## config.mk

```make
export PLATFORM = sky130hd
export DESIGN_NAME = stdc_top
export DESIGN_NICKNAME = d
export VERILOG_FILES = /design/src/rtl/stdc_pkg.sv /design/src/rtl/stdc_ref_sync.sv /design/src/rtl/stdc_top.sv
export VERILOG_INCLUDE_DIRS = /design/src /design/src/rtl
export SDC_FILE = /design/constraint.sdc
export NUM_CORES = 1
export LEC_CHECK = 0
export ABC_AREA = 1
export BUFFER_PORTS_ARGS = -buffer_cell sky130_fd_sc_hd__buf_2
export CAP_MARGIN = 15
export CELL_PAD_IN_SITES_DETAIL_PLACEMENT = 0
export CELL_PAD_IN_SITES_GLOBAL_PLACEMENT = 1
export CORE_MARGIN = 2
export CORE_UTILIZATION = 25
export CTS_BUF_LIST = sky130_fd_sc_hd__clkbuf_2
export CTS_CLUSTER_DIAMETER = 200
export DETAILED_ROUTE_END_ITERATION = 8
export PLACE_DENSITY_LB_ADDON = 0.1
export SETUP_SLACK_MARGIN = 0.02
export SYNTH_ARGS = -nofsm -noshare
export SYNTH_HDL_FRONTEND = slang
export SYNTH_SLANG_ARGS = --single-unit
```

## constraint.sdc

```tcl
create_clock -name clk_in -period 3.3 [get_ports clk_in]
set_clock_uncertainty 0.15 [all_clocks]
set_input_delay 0.165 -clock clk_in [delete_from_list [all_inputs] [get_ports clk_in]]
set_output_delay 0.165 -clock clk_in [all_outputs]
set_load 0.02 [all_outputs]
```

## src/rtl/stdc_cfg.svh

```systemverilog
// Addresses, field positions, reset values and timing counts of the tick counter
`ifndef STDC_CFG_SVH
`define STDC_CFG_SVH

// ==========================================================
// Register addresses in the system control space
`define STDC_CSR_ADDR 32'hE000E010
`define STDC_RVR_ADDR 32'hE000E014
`define STDC_CVR_ADDR 32'hE000E018
`define STDC_CAL_ADDR 32'hE000E01C

// ==========================================================
// Field positions
`define STDC_BIT_ENABLE 0
`define STDC_BIT_TICK_EN 1
`define STDC_BIT_CLK_SEL 2
`define STDC_BIT_WRAP 16
`define STDC_BIT_NO_REF 31
`define STDC_BIT_SKEW 30

// ==========================================================
// Widths and reset values
`define STDC_CNT_W 24
`define STDC_CNT_ZERO 24'h000000
`define STDC_CNT_ONE 24'h000001
`define STDC_CSR_RESET 3'h0
`define STDC_WORD_ZERO 32'h00000000

// ==========================================================
// Timing: core clock rate and the calibration period
`define STDC_CLK_HZ 20000000
`define STDC_CAL_TIME_MS 10
`define STDC_TEN_MS_CYC ((`STDC_CAL_TIME_MS * `STDC_CLK_HZ) / 1000 - 1)

`endif

```

## src/rtl/stdc_pkg.sv

```systemverilog
// Types shared by the tick counter modules
package stdc_pkg;

	// ==========================================================
	// Register access request, one per cycle
	typedef struct packed {
		logic valid;
		logic write;
		logic [31:0] addr;
		logic [31:0] wdata;
	} stdc_req_t;

	// ==========================================================
	// Stored control fields
	typedef struct packed {
		logic clk_sel;
		logic tick_en;
		logic enable;
	} stdc_csr_t;

endpackage

```

## src/rtl/stdc_ref_sync.sv

```systemverilog
// Synchroniser and rising-edge detector for the external reference clock
`timescale 1ns/1ps
module stdc_ref_sync (
	input wire logic clk_in,
	input wire logic rst_in,
	input wire logic ref_in,
	output logic rise_out
);
	logic meta_q;
	logic sync_q;
	logic last_q;

	// ==========================================================
	// Two-stage synchroniser; only the second stage feeds the detector
	always_ff @(posedge clk_in or posedge rst_in) begin
		if (rst_in) begin
			meta_q <= 1'b0;
			sync_q <= 1'b0;
			last_q <= 1'b0;
		end else begin
			meta_q <= ref_in;
			sync_q <= meta_q;
			last_q <= sync_q;
		end
	end

	assign rise_out = sync_q & ~last_q;
endmodule

```

## src/rtl/stdc_top.sv

```systemverilog
// 24-bit self-reloading system tick down-counter with its four registers
// How it works
// - 24-bit down-counter, reloads at zero, any current-value write clears it.
// - While enabled, count down; edge after zero loads reload, then keep counting.
// - Reload value of zero leaves the counter parked at zero after wrap.
// - Wrap flag, control bit 16, sets on a one-to-zero step.
// - Reading the control register returns the flag, then clears it.
// - Writing the current-value register clears counter and wrap flag.
// - That clearing write never pends the tick exception.
// - Current-value read returns the counter as it stands at access.
// - Debug halt freezes the counter.
// - Control bit 2 selects clock: zero reference, one core clock.
// - Without reference clock, clock select reads one and ignores writes.
// - Control bit 1 set: counting down to zero pends the tick exception.
// - Control bit 0 enables repeated counting with reload at every wrap.
// - Reload register holds 24 bits; bits 31 to 24 read zero.
// - Read-only calibration register gives the reload for a 10 ms period.
// - Reference clock is synchronised to the core clock before use.
// - Calibration bit 31 flags no reference, bit 30 inexact; zero means unknown.
`timescale 1ns/1ps
`include "stdc_cfg.svh"
module stdc_top #(
	parameter logic REF_PRESENT = 1'b1,
	parameter logic CAL_SKEW = 1'b0,
	parameter logic [23:0] CAL_TEN_MS = 24'(`STDC_TEN_MS_CYC)
) (
	input wire logic clk_in,
	input wire logic rst_in,
	input wire stdc_pkg::stdc_req_t req_in,
	input wire logic ref_clk_in,
	input wire logic debug_halt_in,
	output logic [31:0] rdata_out,
	output logic rvalid_out,
	output logic tick_pend_out
);

	// ==========================================================
	// State
	stdc_pkg::stdc_csr_t csr_q;
	logic [23:0] reload_q;
	logic [23:0] cnt_q;
	logic [23:0] cnt_d;
	logic wrap_q;
	logic wrap_d;
	logic pend_q;
	logic [31:0] rdata_q;
	logic rvalid_q;

	// ==========================================================
	// Address decode
	wire csr_hit = (req_in.addr == `STDC_CSR_ADDR);
	wire rvr_hit = (req_in.addr == `STDC_RVR_ADDR);
	wire cvr_hit = (req_in.addr == `STDC_CVR_ADDR);
	wire cal_hit = (req_in.addr == `STDC_CAL_ADDR);
	wire wr_req = req_in.valid & req_in.write;
	wire rd_req = req_in.valid & ~req_in.write;
	wire csr_wr = wr_req & csr_hit;
	wire rvr_wr = wr_req & rvr_hit;
	// Calibration is read-only, so a write there is simply dropped
	wire cvr_wr = wr_req & cvr_hit;
	wire csr_rd = rd_req & csr_hit;

	// ==========================================================
	// Counting clock selection
	logic ref_rise;

	stdc_ref_sync stdc_ref_sync_inst (
		.clk_in(clk_in),
		.rst_in(rst_in),
		.ref_in(ref_clk_in),
		.rise_out(ref_rise)
	);

	// Forced to core clock when no reference exists
	wire clk_sel_rd = csr_q.clk_sel | ~REF_PRESENT;
	// Reference steps only on its synchronised rising edge
	wire tick_src = clk_sel_rd | (REF_PRESENT & ref_rise);

	// ==========================================================
	// Counter next value
	// A clearing write overrides counting in the same cycle
	wire cnt_tick = csr_q.enable & ~debug_halt_in & tick_src & ~cvr_wr;
	wire cnt_zero = (cnt_q == `STDC_CNT_ZERO);
	wire step = cnt_tick & (cnt_q == `STDC_CNT_ONE);

	// Zero reload keeps the counter parked at zero
	assign cnt_d = cvr_wr ? `STDC_CNT_ZERO :
		~cnt_tick ? cnt_q :
		cnt_zero ? reload_q :
		cnt_q - `STDC_CNT_ONE;

	// A new wrap beats a read clear so no event is lost
	assign wrap_d = step | (wrap_q & ~(csr_rd | cvr_wr));

	// ==========================================================
	// Read data
	wire [31:0] csr_word = {15'h0000, wrap_q, 13'h0000, clk_sel_rd, csr_q.tick_en,
		csr_q.enable};
	wire [31:0] rvr_word = {8'h00, reload_q};
	wire [31:0] cvr_word = {8'h00, cnt_q};
	wire [31:0] cal_word = {~REF_PRESENT, CAL_SKEW, 6'h00, CAL_TEN_MS};
	wire [31:0] rd_word = csr_hit ? csr_word :
		rvr_hit ? rvr_word :
		cvr_hit ? cvr_word :
		cal_hit ? cal_word :
		`STDC_WORD_ZERO;

	// ==========================================================
	// Control register
	always_ff @(posedge clk_in or posedge rst_in) begin
		if (rst_in) begin
			csr_q <= stdc_pkg::stdc_csr_t'(`STDC_CSR_RESET);
		end else if (csr_wr) begin
			csr_q.enable <= req_in.wdata[`STDC_BIT_ENABLE];
			csr_q.tick_en <= req_in.wdata[`STDC_BIT_TICK_EN];
			csr_q.clk_sel <= req_in.wdata[`STDC_BIT_CLK_SEL] | ~REF_PRESENT;
		end
	end

	// ==========================================================
	// Reload register; upper byte is never stored
	always_ff @(posedge clk_in or posedge rst_in) begin
		if (rst_in) begin
			reload_q <= `STDC_CNT_ZERO;
		end else if (rvr_wr) begin
			reload_q <= req_in.wdata[23:0];
		end
	end

	// ==========================================================
	// Counter, wrap flag and tick pend
	always_ff @(posedge clk_in or posedge rst_in) begin
		if (rst_in) begin
			cnt_q <= `STDC_CNT_ZERO;
			wrap_q <= 1'b0;
			pend_q <= 1'b0;
		end else begin
			cnt_q <= cnt_d;
			wrap_q <= wrap_d;
			// step is never true on a clearing write
			pend_q <= step & csr_q.tick_en;
		end
	end

	// ==========================================================
	// Read answer, one cycle after the request
	// Flag clear and the sampled word share one edge, so the old flag is returned
	always_ff @(posedge clk_in or posedge rst_in) begin
		if (rst_in) begin
			rdata_q <= `STDC_WORD_ZERO;
			rvalid_q <= 1'b0;
		end else begin
			rdata_q <= rd_req ? rd_word : `STDC_WORD_ZERO;
			rvalid_q <= rd_req;
		end
	end

	assign rdata_out = rdata_q;
	assign rvalid_out = rvalid_q;
	assign tick_pend_out = pend_q;

	// ==========================================================
	// Assertions

	property p_cvr_clear;
		@(posedge clk_in) disable iff (rst_in)
		cvr_wr |=> (cnt_q == `STDC_CNT_ZERO) && !wrap_q;
	endproperty
	a_cvr_clear: assert property (p_cvr_clear)
		else $error("current-value write did not clear counter and flag");

	property p_decrement;
		@(posedge clk_in) disable iff (rst_in)
		(cnt_tick && !cnt_zero) |=> (cnt_q == $past(cnt_q) - `STDC_CNT_ONE);
	endproperty
	a_decrement: assert property (p_decrement)
		else $error("counter did not decrement by one");

	property p_reload;
		@(posedge clk_in) disable iff (rst_in)
		(cnt_tick && cnt_zero) |=> (cnt_q == $past(reload_q));
	endproperty
	a_reload: assert property (p_reload)
		else $error("counter did not reload at zero");

	property p_park_zero;
		@(posedge clk_in) disable iff (rst_in)
		(cnt_zero && reload_q == `STDC_CNT_ZERO) |=> cnt_zero;
	endproperty
	a_park_zero: assert property (p_park_zero)
		else $error("counter left zero with zero reload");

	property p_wrap_set;
		@(posedge clk_in) disable iff (rst_in)
		(cnt_tick && cnt_q == `STDC_CNT_ONE) |=> wrap_q && cnt_zero;
	endproperty
	a_wrap_set: assert property (p_wrap_set)
		else $error("one-to-zero step did not set wrap flag");

	property p_csr_read;
		@(posedge clk_in) disable iff (rst_in)
		(csr_rd && !step) |=> rvalid_q && (rdata_q[`STDC_BIT_WRAP] == $past(wrap_q))
			&& !wrap_q;
	endproperty
	a_csr_read: assert property (p_csr_read)
		else $error("control read did not return then clear wrap flag");

	property p_no_pend_on_clear;
		@(posedge clk_in) disable iff (rst_in)
		cvr_wr |=> !tick_pend_out;
	endproperty
	a_no_pend_on_clear: assert property (p_no_pend_on_clear)
		else $error("clearing write pended the tick exception");

	property p_halt_hold;
		@(posedge clk_in) disable iff (rst_in)
		(debug_halt_in && !cvr_wr) |=> $stable(cnt_q);
	endproperty
	a_halt_hold: assert property (p_halt_hold)
		else $error("counter moved while halted");

	property p_no_reference_clock_select;
		@(posedge clk_in) disable iff (rst_in)
		!REF_PRESENT |-> clk_sel_rd && tick_src;
	endproperty
	a_no_reference_clock_select: assert property (p_no_reference_clock_select)
		else $error("clock select not forced to core clock");

	property p_pend_pulse;
		@(posedge clk_in) disable iff (rst_in)
		(step && csr_q.tick_en) |=> tick_pend_out ##1 !tick_pend_out;
	endproperty
	a_pend_pulse: assert property (p_pend_pulse)
		else $error("tick pend missing or longer than one cycle");

	property p_pend_cause;
		@(posedge clk_in) disable iff (rst_in)
		$rose(tick_pend_out) |-> $past(csr_q.tick_en) && $past(cnt_q) == `STDC_CNT_ONE;
	endproperty
	a_pend_cause: assert property (p_pend_cause)
		else $error("tick pend without a countdown to zero");

	property p_disabled_hold;
		@(posedge clk_in) disable iff (rst_in)
		(!csr_q.enable && !cvr_wr) |=> $stable(cnt_q);
	endproperty
	a_disabled_hold: assert property (p_disabled_hold)
		else $error("counter moved while disabled");

	property p_rvr_upper;
		@(posedge clk_in) disable iff (rst_in)
		(rd_req && rvr_hit) |=> rdata_q[31:24] == 8'h00;
	endproperty
	a_rvr_upper: assert property (p_rvr_upper)
		else $error("reload upper bits not zero");

	property p_cvr_read;
		@(posedge clk_in) disable iff (rst_in)
		(rd_req && cvr_hit) |=> rdata_q[23:0] == $past(cnt_q);
	endproperty
	a_cvr_read: assert property (p_cvr_read)
		else $error("current-value read mismatch");

	property p_ref_only_edge;
		@(posedge clk_in) disable iff (rst_in)
		(REF_PRESENT && !csr_q.clk_sel && !ref_rise && !cvr_wr) |=> $stable(cnt_q);
	endproperty
	a_ref_only_edge: assert property (p_ref_only_edge)
		else $error("counter moved without reference edge");

	property p_read_answer;
		@(posedge clk_in) disable iff (rst_in)
		rd_req |=> rvalid_out;
	endproperty
	a_read_answer: assert property (p_read_answer)
		else $error("read request got no answer");

	property p_no_answer;
		@(posedge clk_in) disable iff (rst_in)
		!rd_req |=> !rvalid_out && (rdata_out == `STDC_WORD_ZERO);
	endproperty
	a_no_answer: assert property (p_no_answer)
		else $error("answer or data without a read");

	property p_csr_reserved;
		@(posedge clk_in) disable iff (rst_in)
		(rd_req && csr_hit) |=> (rdata_q[31:17] == 15'h0000) && (rdata_q[15:3] == 13'h0000);
	endproperty
	a_csr_reserved: assert property (p_csr_reserved)
		else $error("control reserved bits not zero");

	property p_cal_flags;
		@(posedge clk_in) disable iff (rst_in)
		(rd_req && cal_hit) |=> (rdata_q[31] == !REF_PRESENT) && (rdata_q[30] == CAL_SKEW)
			&& (rdata_q[29:24] == 6'h00);
	endproperty
	a_cal_flags: assert property (p_cal_flags)
		else $error("calibration flags wrong");

	property p_cal_read_only;
		@(posedge clk_in) disable iff (rst_in)
		(wr_req && cal_hit) |=> $stable(csr_q) && $stable(reload_q);
	endproperty
	a_cal_read_only: assert property (p_cal_read_only)
		else $error("calibration write changed state");

	property p_rvr_write;
		@(posedge clk_in) disable iff (rst_in)
		rvr_wr |=> (reload_q == $past(req_in.wdata[23:0]));
	endproperty
	a_rvr_write: assert property (p_rvr_write)
		else $error("reload write not stored");

	property p_csr_write;
		@(posedge clk_in) disable iff (rst_in)
		csr_wr |=> (csr_q.enable == $past(req_in.wdata[0]))
			&& (csr_q.tick_en == $past(req_in.wdata[1]));
	endproperty
	a_csr_write: assert property (p_csr_write)
		else $error("control write not stored");

	property p_clk_sel_write;
		@(posedge clk_in) disable iff (rst_in)
		(csr_wr && REF_PRESENT) |=> (csr_q.clk_sel == $past(req_in.wdata[2]));
	endproperty
	a_clk_sel_write: assert property (p_clk_sel_write)
		else $error("clock select write not stored");

	property p_no_pend_disabled;
		@(posedge clk_in) disable iff (rst_in)
		(step && !csr_q.tick_en) |=> !tick_pend_out;
	endproperty
	a_no_pend_disabled: assert property (p_no_pend_disabled)
		else $error("tick pended with event enable clear");

	property p_wrap_hold;
		@(posedge clk_in) disable iff (rst_in)
		(wrap_q && !csr_rd && !cvr_wr) |=> wrap_q;
	endproperty
	a_wrap_hold: assert property (p_wrap_hold)
		else $error("wrap flag lost without a clear");

	property p_wrap_cause;
		@(posedge clk_in) disable iff (rst_in)
		$rose(wrap_q) |-> ($past(cnt_q) == `STDC_CNT_ONE) && cnt_zero;
	endproperty
	a_wrap_cause: assert property (p_wrap_cause)
		else $error("wrap flag set without a one-to-zero step");

	property p_ref_edge_count;
		@(posedge clk_in) disable iff (rst_in)
		(REF_PRESENT && csr_q.enable && !debug_halt_in && !csr_q.clk_sel && ref_rise
			&& !cvr_wr && !cnt_zero) |=> (cnt_q == $past(cnt_q) - `STDC_CNT_ONE);
	endproperty
	a_ref_edge_count: assert property (p_ref_edge_count)
		else $error("reference edge did not step the counter");

endmodule

```

; ---- Yosys cells after proc, flatten, opt, wreduce, memory -nomap -nowiden
; Index checks and enable logic that the tools add are counted.
[totals]
output_inout_bits = 34
reg_bits = 81
inputBits = 70
[classes]
n_eq_ne = 5
n_bitwise = 21
n_reduce_logical = 2
n_addsub = 1
mux = 8
[op_table]
columns = operator, count
row1 = $mux 24, 7
row2 = $eq 32x32->1 const B, 4
row3 = $eq 24x1->1 const B, 1
row4 = $logic_not 24->1, 1
row5 = $sub 24x1->24 const B, 1
row6 = $mux 18, 1
row7 = $and 1x1->1, 13
row8 = $not 1->1, 5
row9 = $or 1x1->1, 3
row10 = $reduce_bool 2->1, 1

; ---- Longest topological paths before layout
[depth]
depth_word = 7
mapped_depth = 12

; ---- Hierarchy
; A second synthesis with hierarchy kept.
[hier_totals]
hier_cells = 712
hier_area_um2 = 4997.3
[by_module_without_submodules]
columns = module, seq_area_each_um2, n_inst, cells_per_inst, area_each_um2
row1 = stdc_top, 1951.9, 1, 706, 4908.5
row2 = stdc_ref_sync, 75.1, 1, 6, 88.8

; ---- Least setup slack after synthesis
; OpenSTA, ideal clock, no wires.
[synth_timing]
kind = reg2reg
startpoint = register cnt_q[1]
endpoint = register cnt_q[22]
t_required_ps = 3085
setup_ps = 65
period_less_slack_ps = 1665
stages_incl_launch_ff = 10
setup_slack_ps = 1635
path_buffers = 0
t_arrival_ps = 1450
path_cell_list = dfrtp_1 > inv_1 > ha_1 > nand2_1 > nor2_1 > nand3_1 > or2_2 > nand3_1 > nand2_1 > nand2_1
[synth_via]
elab_chain_cells = 4
elab_cells_between_ends = 5
classes_between = add/sub (1) / mux (3) / reduce/logical (1)
[synth_rtl]
columns = item, line
row1 = "start, declared", stdc_top.sv:41  ; logic [23:0] cnt_q;
row2 = "start signal, assigned", stdc_top.sv:134  ; cnt_q <= `STDC_CNT_ZERO;
row3 = "start signal, assigned", stdc_top.sv:138  ; cnt_q <= cnt_d;
row4 = $sub 24x1->24 (no line) or $logic_not 24->1 (tied branches), --
row5 = $mux 24 (no line) * (3 in a row), --
; Mark *: on every way between the ends. The rest lies on a longest branch, timed or not. The select of a mux whose other input is x is not followed.
; A chain may end at the register's enable or synchronous reset.

; ---- Worst setup path after layout
[layout_timing]
startpoint = input req_in[32] (netlist bit)
endpoint = register wrap_q
[layout_via]
elab_chain_cells = 6
elab_cells_between_ends = 11
classes_between = eq/ne (2) / bitwise (9)
[layout_rtl]
columns = item, line
row1 = "start, declared", stdc_top.sv:29  ; input wire stdc_pkg::stdc_req_t req_in,
row2 = $eq 32x32->1 (no line), --
row3 = "$and 1x1->1, on equally long branches", "stdc_top.sv:60, stdc_top.sv:61"
row4 = $not 1->1 or $or 1x1->1 (tied branches), "stdc_top.sv:82, stdc_top.sv:93"
row5 = $and 1x1->1 or $not 1->1 (tied branches), "stdc_top.sv:82, stdc_top.sv:93"
row6 = "$and 1x1->1, on equally long branches", "stdc_top.sv:84, stdc_top.sv:93"
row7 = $or 1x1->1 *, stdc_top.sv:93  ; assign wrap_d = step | (wrap_q & ~(csr_rd | cvr_wr));
row8 = via wrap_d, stdc_top.sv:44  ; logic wrap_d;
row9 = "end signal, assigned", stdc_top.sv:139  ; wrap_q <= wrap_d;
row10 = "end, declared", stdc_top.sv:43  ; logic wrap_q;
; The timed path passes the listed nets; every way through them passes the cells marked *.

==> key figures <==
Synth
  • Seq/Total Area, Yosys: 0.423
  • Ys async rst share: 1.00
  • Synth Warn #: 0
  • Number of enable flip-flop cells after synthesis: 0
  • Post-synthesis instance total: between 600 and 700
  • Ys flop type: sky130_fd_sc_hd__dfrtp_1
  • Synthesis-stage register bit count: 81
  • Most common cell in the synthesized netlist: sky130_fd_sc_hd__nand2_1
  • Share of the synthesized area in the top cell type: 0.423
  • Cell types with the highest counts after synthesis: sky130_fd_sc_hd__nand2_1 (214), sky130_fd_sc_hd__nor2_1 (120), sky130_fd_sc_hd__dfrtp_1 (81)
  • Count of different cell masters after synthesis: 31
  • Largest area contributor in the netlist: sky130_fd_sc_hd__dfrtp_1
  • Synth Cell Area: about 4800 sq um
  • Post-synthesis area per instance: slightly below 7 sq um
  • Top cells by area, synth: sky130_fd_sc_hd__dfrtp_1 (42%), sky130_fd_sc_hd__nand2_1 (17%), sky130_fd_sc_hd__nor2_1 (9.4%), sky130_fd_sc_hd__nand3_1 (6.4%), sky130_fd_sc_hd__inv_1 (4.6%)

STA
  • Actual slew at the worst max-slew pin: 0.792 ns
  • Total negative setup slack: 0 ns
  • Number of endpoints failing setup at the final stage: 0
  • RSZ-0062 raised after global routing: false
  • Final Hold Vio Count: 0
  • Worst hold slack across all endpoints: between 0.05 and 0.06 ns
  • Final Max Tran Viols: 0
  • Portion of the clock cycle consumed by the worst path in the final layout: 0.893
  • Time the worst path needs with I/O delays and setup: just under 3 ns
  • Smallest setup slack after layout: approximately 0.35 ns
  • Highest attainable clock frequency: around 0.34 GHz
  • Rel. slew slack: 0.471

Power
  • Maximum resistive drop on vdd: between 0.15 and 0.2 mV
  • Overall power consumption: 1.85 mW
  • Power per unit of standard cell area: approximately 310 nW/um^2
  • Static Leak: ~3.2 nW

Layout
  • Area Growth Syn to Fin: 24.5%
  • Area of the multi-input gates: around 2300 sq um
  • Fraction of final layout cells with drive strength greater than 1: 0.168
  • Filler instances: around 2,100
  • Final nets: 892
  • Final design area excluding fillers: between 5000 and 6000 sq um
  • Sequential standard cell area: ~2000 sq um

Critical path
  • Cell with the most instances on the worst path: sky130_fd_sc_hd__dlygate4sd3_1
  • Critical Path, Cell by Cell: dlygate4sd3_1 -> buf_2 -> nor2_4 -> dlygate4sd3_1 -> nand3_1 -> nor2_1 -> nand3b_1 -> dlygate4sd3_1 -> nor2_1 -> dlygate4sd3_1 -> nand2_1 -> nand3_1 -> nand2_1
  • Setup Crit Path Kind: input port to register
  • Standard cell with the maximum stage delay on the critical path: sky130_fd_sc_hd__dlygate4sd3_1
  • Arrival @ worst endpoint: approximately 3.3 ns
  • Required arrival time at the worst endpoint: between 3 and 4 ns
  • Buf/Inv on CP: 5
  • Crit-path max FO: 4
  • Critical path's largest stage delay: about 0.63 ns
  • Setup crit start kind: input port
  • Category of cells accounting for the largest share of critical-path delay: buffers and inverters
  • Kind of capture point of the worst setup path: register

Clock tree
  • Number of hold buffers added after cts: 42
  • Worst-Skew Late Latency: between 0.5 and 0.6 ns
  • Number of buffers created by CTS: 9
  • Deepest clock path buffer count: 2
  • CTS Root Cell: sky130_fd_sc_hd__clkbuf_2
  • Quantity of gates resized following cts: 0
  • Clock slew seen by the registers of the worst setup and hold paths: about 0.26 ns
  • CTS tree: done
  • H-Tree Level Count: 3
  • CTS sink count: 81
  • Total setup buffers inserted after CTS: 0

Flow run
  • Number of max-cap violations: 0

Global routing
  • Global-route wire length before repair: roughly 25,000 um
  • Antenna violations before repair: 1
  • Overall overflow remaining after global route: 0
  • Largest net degree at the start of global routing: 32
  • Overall Global Routing Usage: 0.157
  • Number of global-route vias before repair: 4,597

Placement
  • Number of buffers added on ports: between 80 and 90
  • Placed instance area: around 5400 sq um
  • Dpl ws: between 1 and 1.5 ns
  • HPWL after detailed placement: roughly 11,000 um
  • Placer congestion estimate: 0.879

Routing
  • DR pass1 iterations: 5
  • Routed wirelength normalized by instance count: approximately 14 um
  • Total via count after detailed routing: approximately 4,700
  • Count of unresolved DRC violations after routing: 0
  • Total wire length: about 15,000 um
  • Detailed router's first-iteration violation count: around 240
  • Via density: ~4.4
  • Antenna-violating nets left: 0

Floorplanning
  • FP Rows: 50
  • Core Footprint: roughly 19,000 sq um
  • Die span in x: about 140 um
  • Area of the die: 20,300 sq um
  • Chip Height: between 100 and 150 um
  • I/O pin cnt: about 100
  • Starting density of the core: 0.255

Worst hold path
  • Kind of path behind the tightest hold check: input port to register

Outcome
  • Run status: finished, final reports clean
[worst register-to-register path, stage by stage, from the launching register on]
cell	delay [ns]
sky130_fd_sc_hd__dfrtp_1	0.49
sky130_fd_sc_hd__nor2_1	0.22
sky130_fd_sc_hd__nand2_1	0.17
sky130_fd_sc_hd__nor2_1	0.16
sky130_fd_sc_hd__nand3_2	0.34
sky130_fd_sc_hd__buf_4	0.37
sky130_fd_sc_hd__nand2_1	0.10
sky130_fd_sc_hd__o21ai_0	0.07
sky130_fd_sc_hd__o21ai_0	0.17
[path summary, 6_finish.rpt]
kind                                            from                         to  slack [ns]  cells after the start
max in group asynchronous                     rst_in                  cnt_q[14]        1.69                      5
max                                       req_in[32]                     wrap_q        0.35                     13
max reg2reg                                 cnt_q[7]                   cnt_q[1]        1.00                      8
min in group asynchronous                     rst_in               rdata_out[0]        0.53                      4
min                                       req_in[39]               rdata_out[2]        0.06                      8
min reg2reg                stdc_ref_sync_inst.meta_q  stdc_ref_sync_inst.sync_q        0.24                      0
[through the flow]
stage,std cells,utilization
after floorplan,700,-
after global placement,1000,0.288
after detailed placement,1000,0.288
after CTS,1057,0.317
after global routing,1058,0.318
final,1058,0.318
[cell families (layout without fill, tap and decap cells)]
family	count (synthesis)	after routing	share of synthesized area
and+or+nand+nor	437	437	0.386
buffers and inverters	93	216	0.0925
AOI/OAI and AO/OA	71	71	0.0766
adders and majority gates	3	3	0.00784
other	1	9	0.000783
DFF	81	81	0.423
xor gates and xnor gates	7	7	0.0128
[where the power goes]
group	internal (mW)	switching (mW)
sequential	1.00	0.00874
combinational	0.0848	0.109
clock	0.252	0.391
[layout by cell type (no fill, tap or decap), drive strengths merged, types with 4 or more instances in the layout]
master       count
nand2          220
o21ai           47
xor2             5
dfrtp           81
nand3           63
nor2           132
clkbuf           9
conb             8
dlygate4sd3     42
nand4           12
clkinv           4
a21oi           21
buf             95
inv             64
nor3             4
[sequential cells by signal, summed over array words and instances, names as in the netlist]
signal / flops
cnt_q: 24
rdata_out: 24
reload_q: 24
csr_q: 2
clk_sel_rd: 1
rvalid_out: 1
stdc_ref_sync_inst.last_q: 1
stdc_ref_sync_inst.meta_q: 1
stdc_ref_sync_inst.sync_q: 1
tick_pend_out: 1
wrap_q: 1
[metal layers]
metal / up-vias / track usage / wire length, um
met5: - / 0 / 0
met4: 0 / 0.0469 / 246
met3: 20 / 0.0286 / 820
met2: 98 / 0.238 / 6570
met1: 2141 / 0.227 / 7470
li1: 2421 / - / -
[cell type report]
class                   instances  area share
repair buffers                137       0.154
clock inverters                 6      0.0153
diodes                          1    0.000420
inverters                      64      0.0405
flip-flops and latches         81       0.340
clock buffers                   9     0.00756
well taps                     234      0.0491
multi-input cells             526       0.393
No activity file was read; power rests on OpenSTA's default activity.
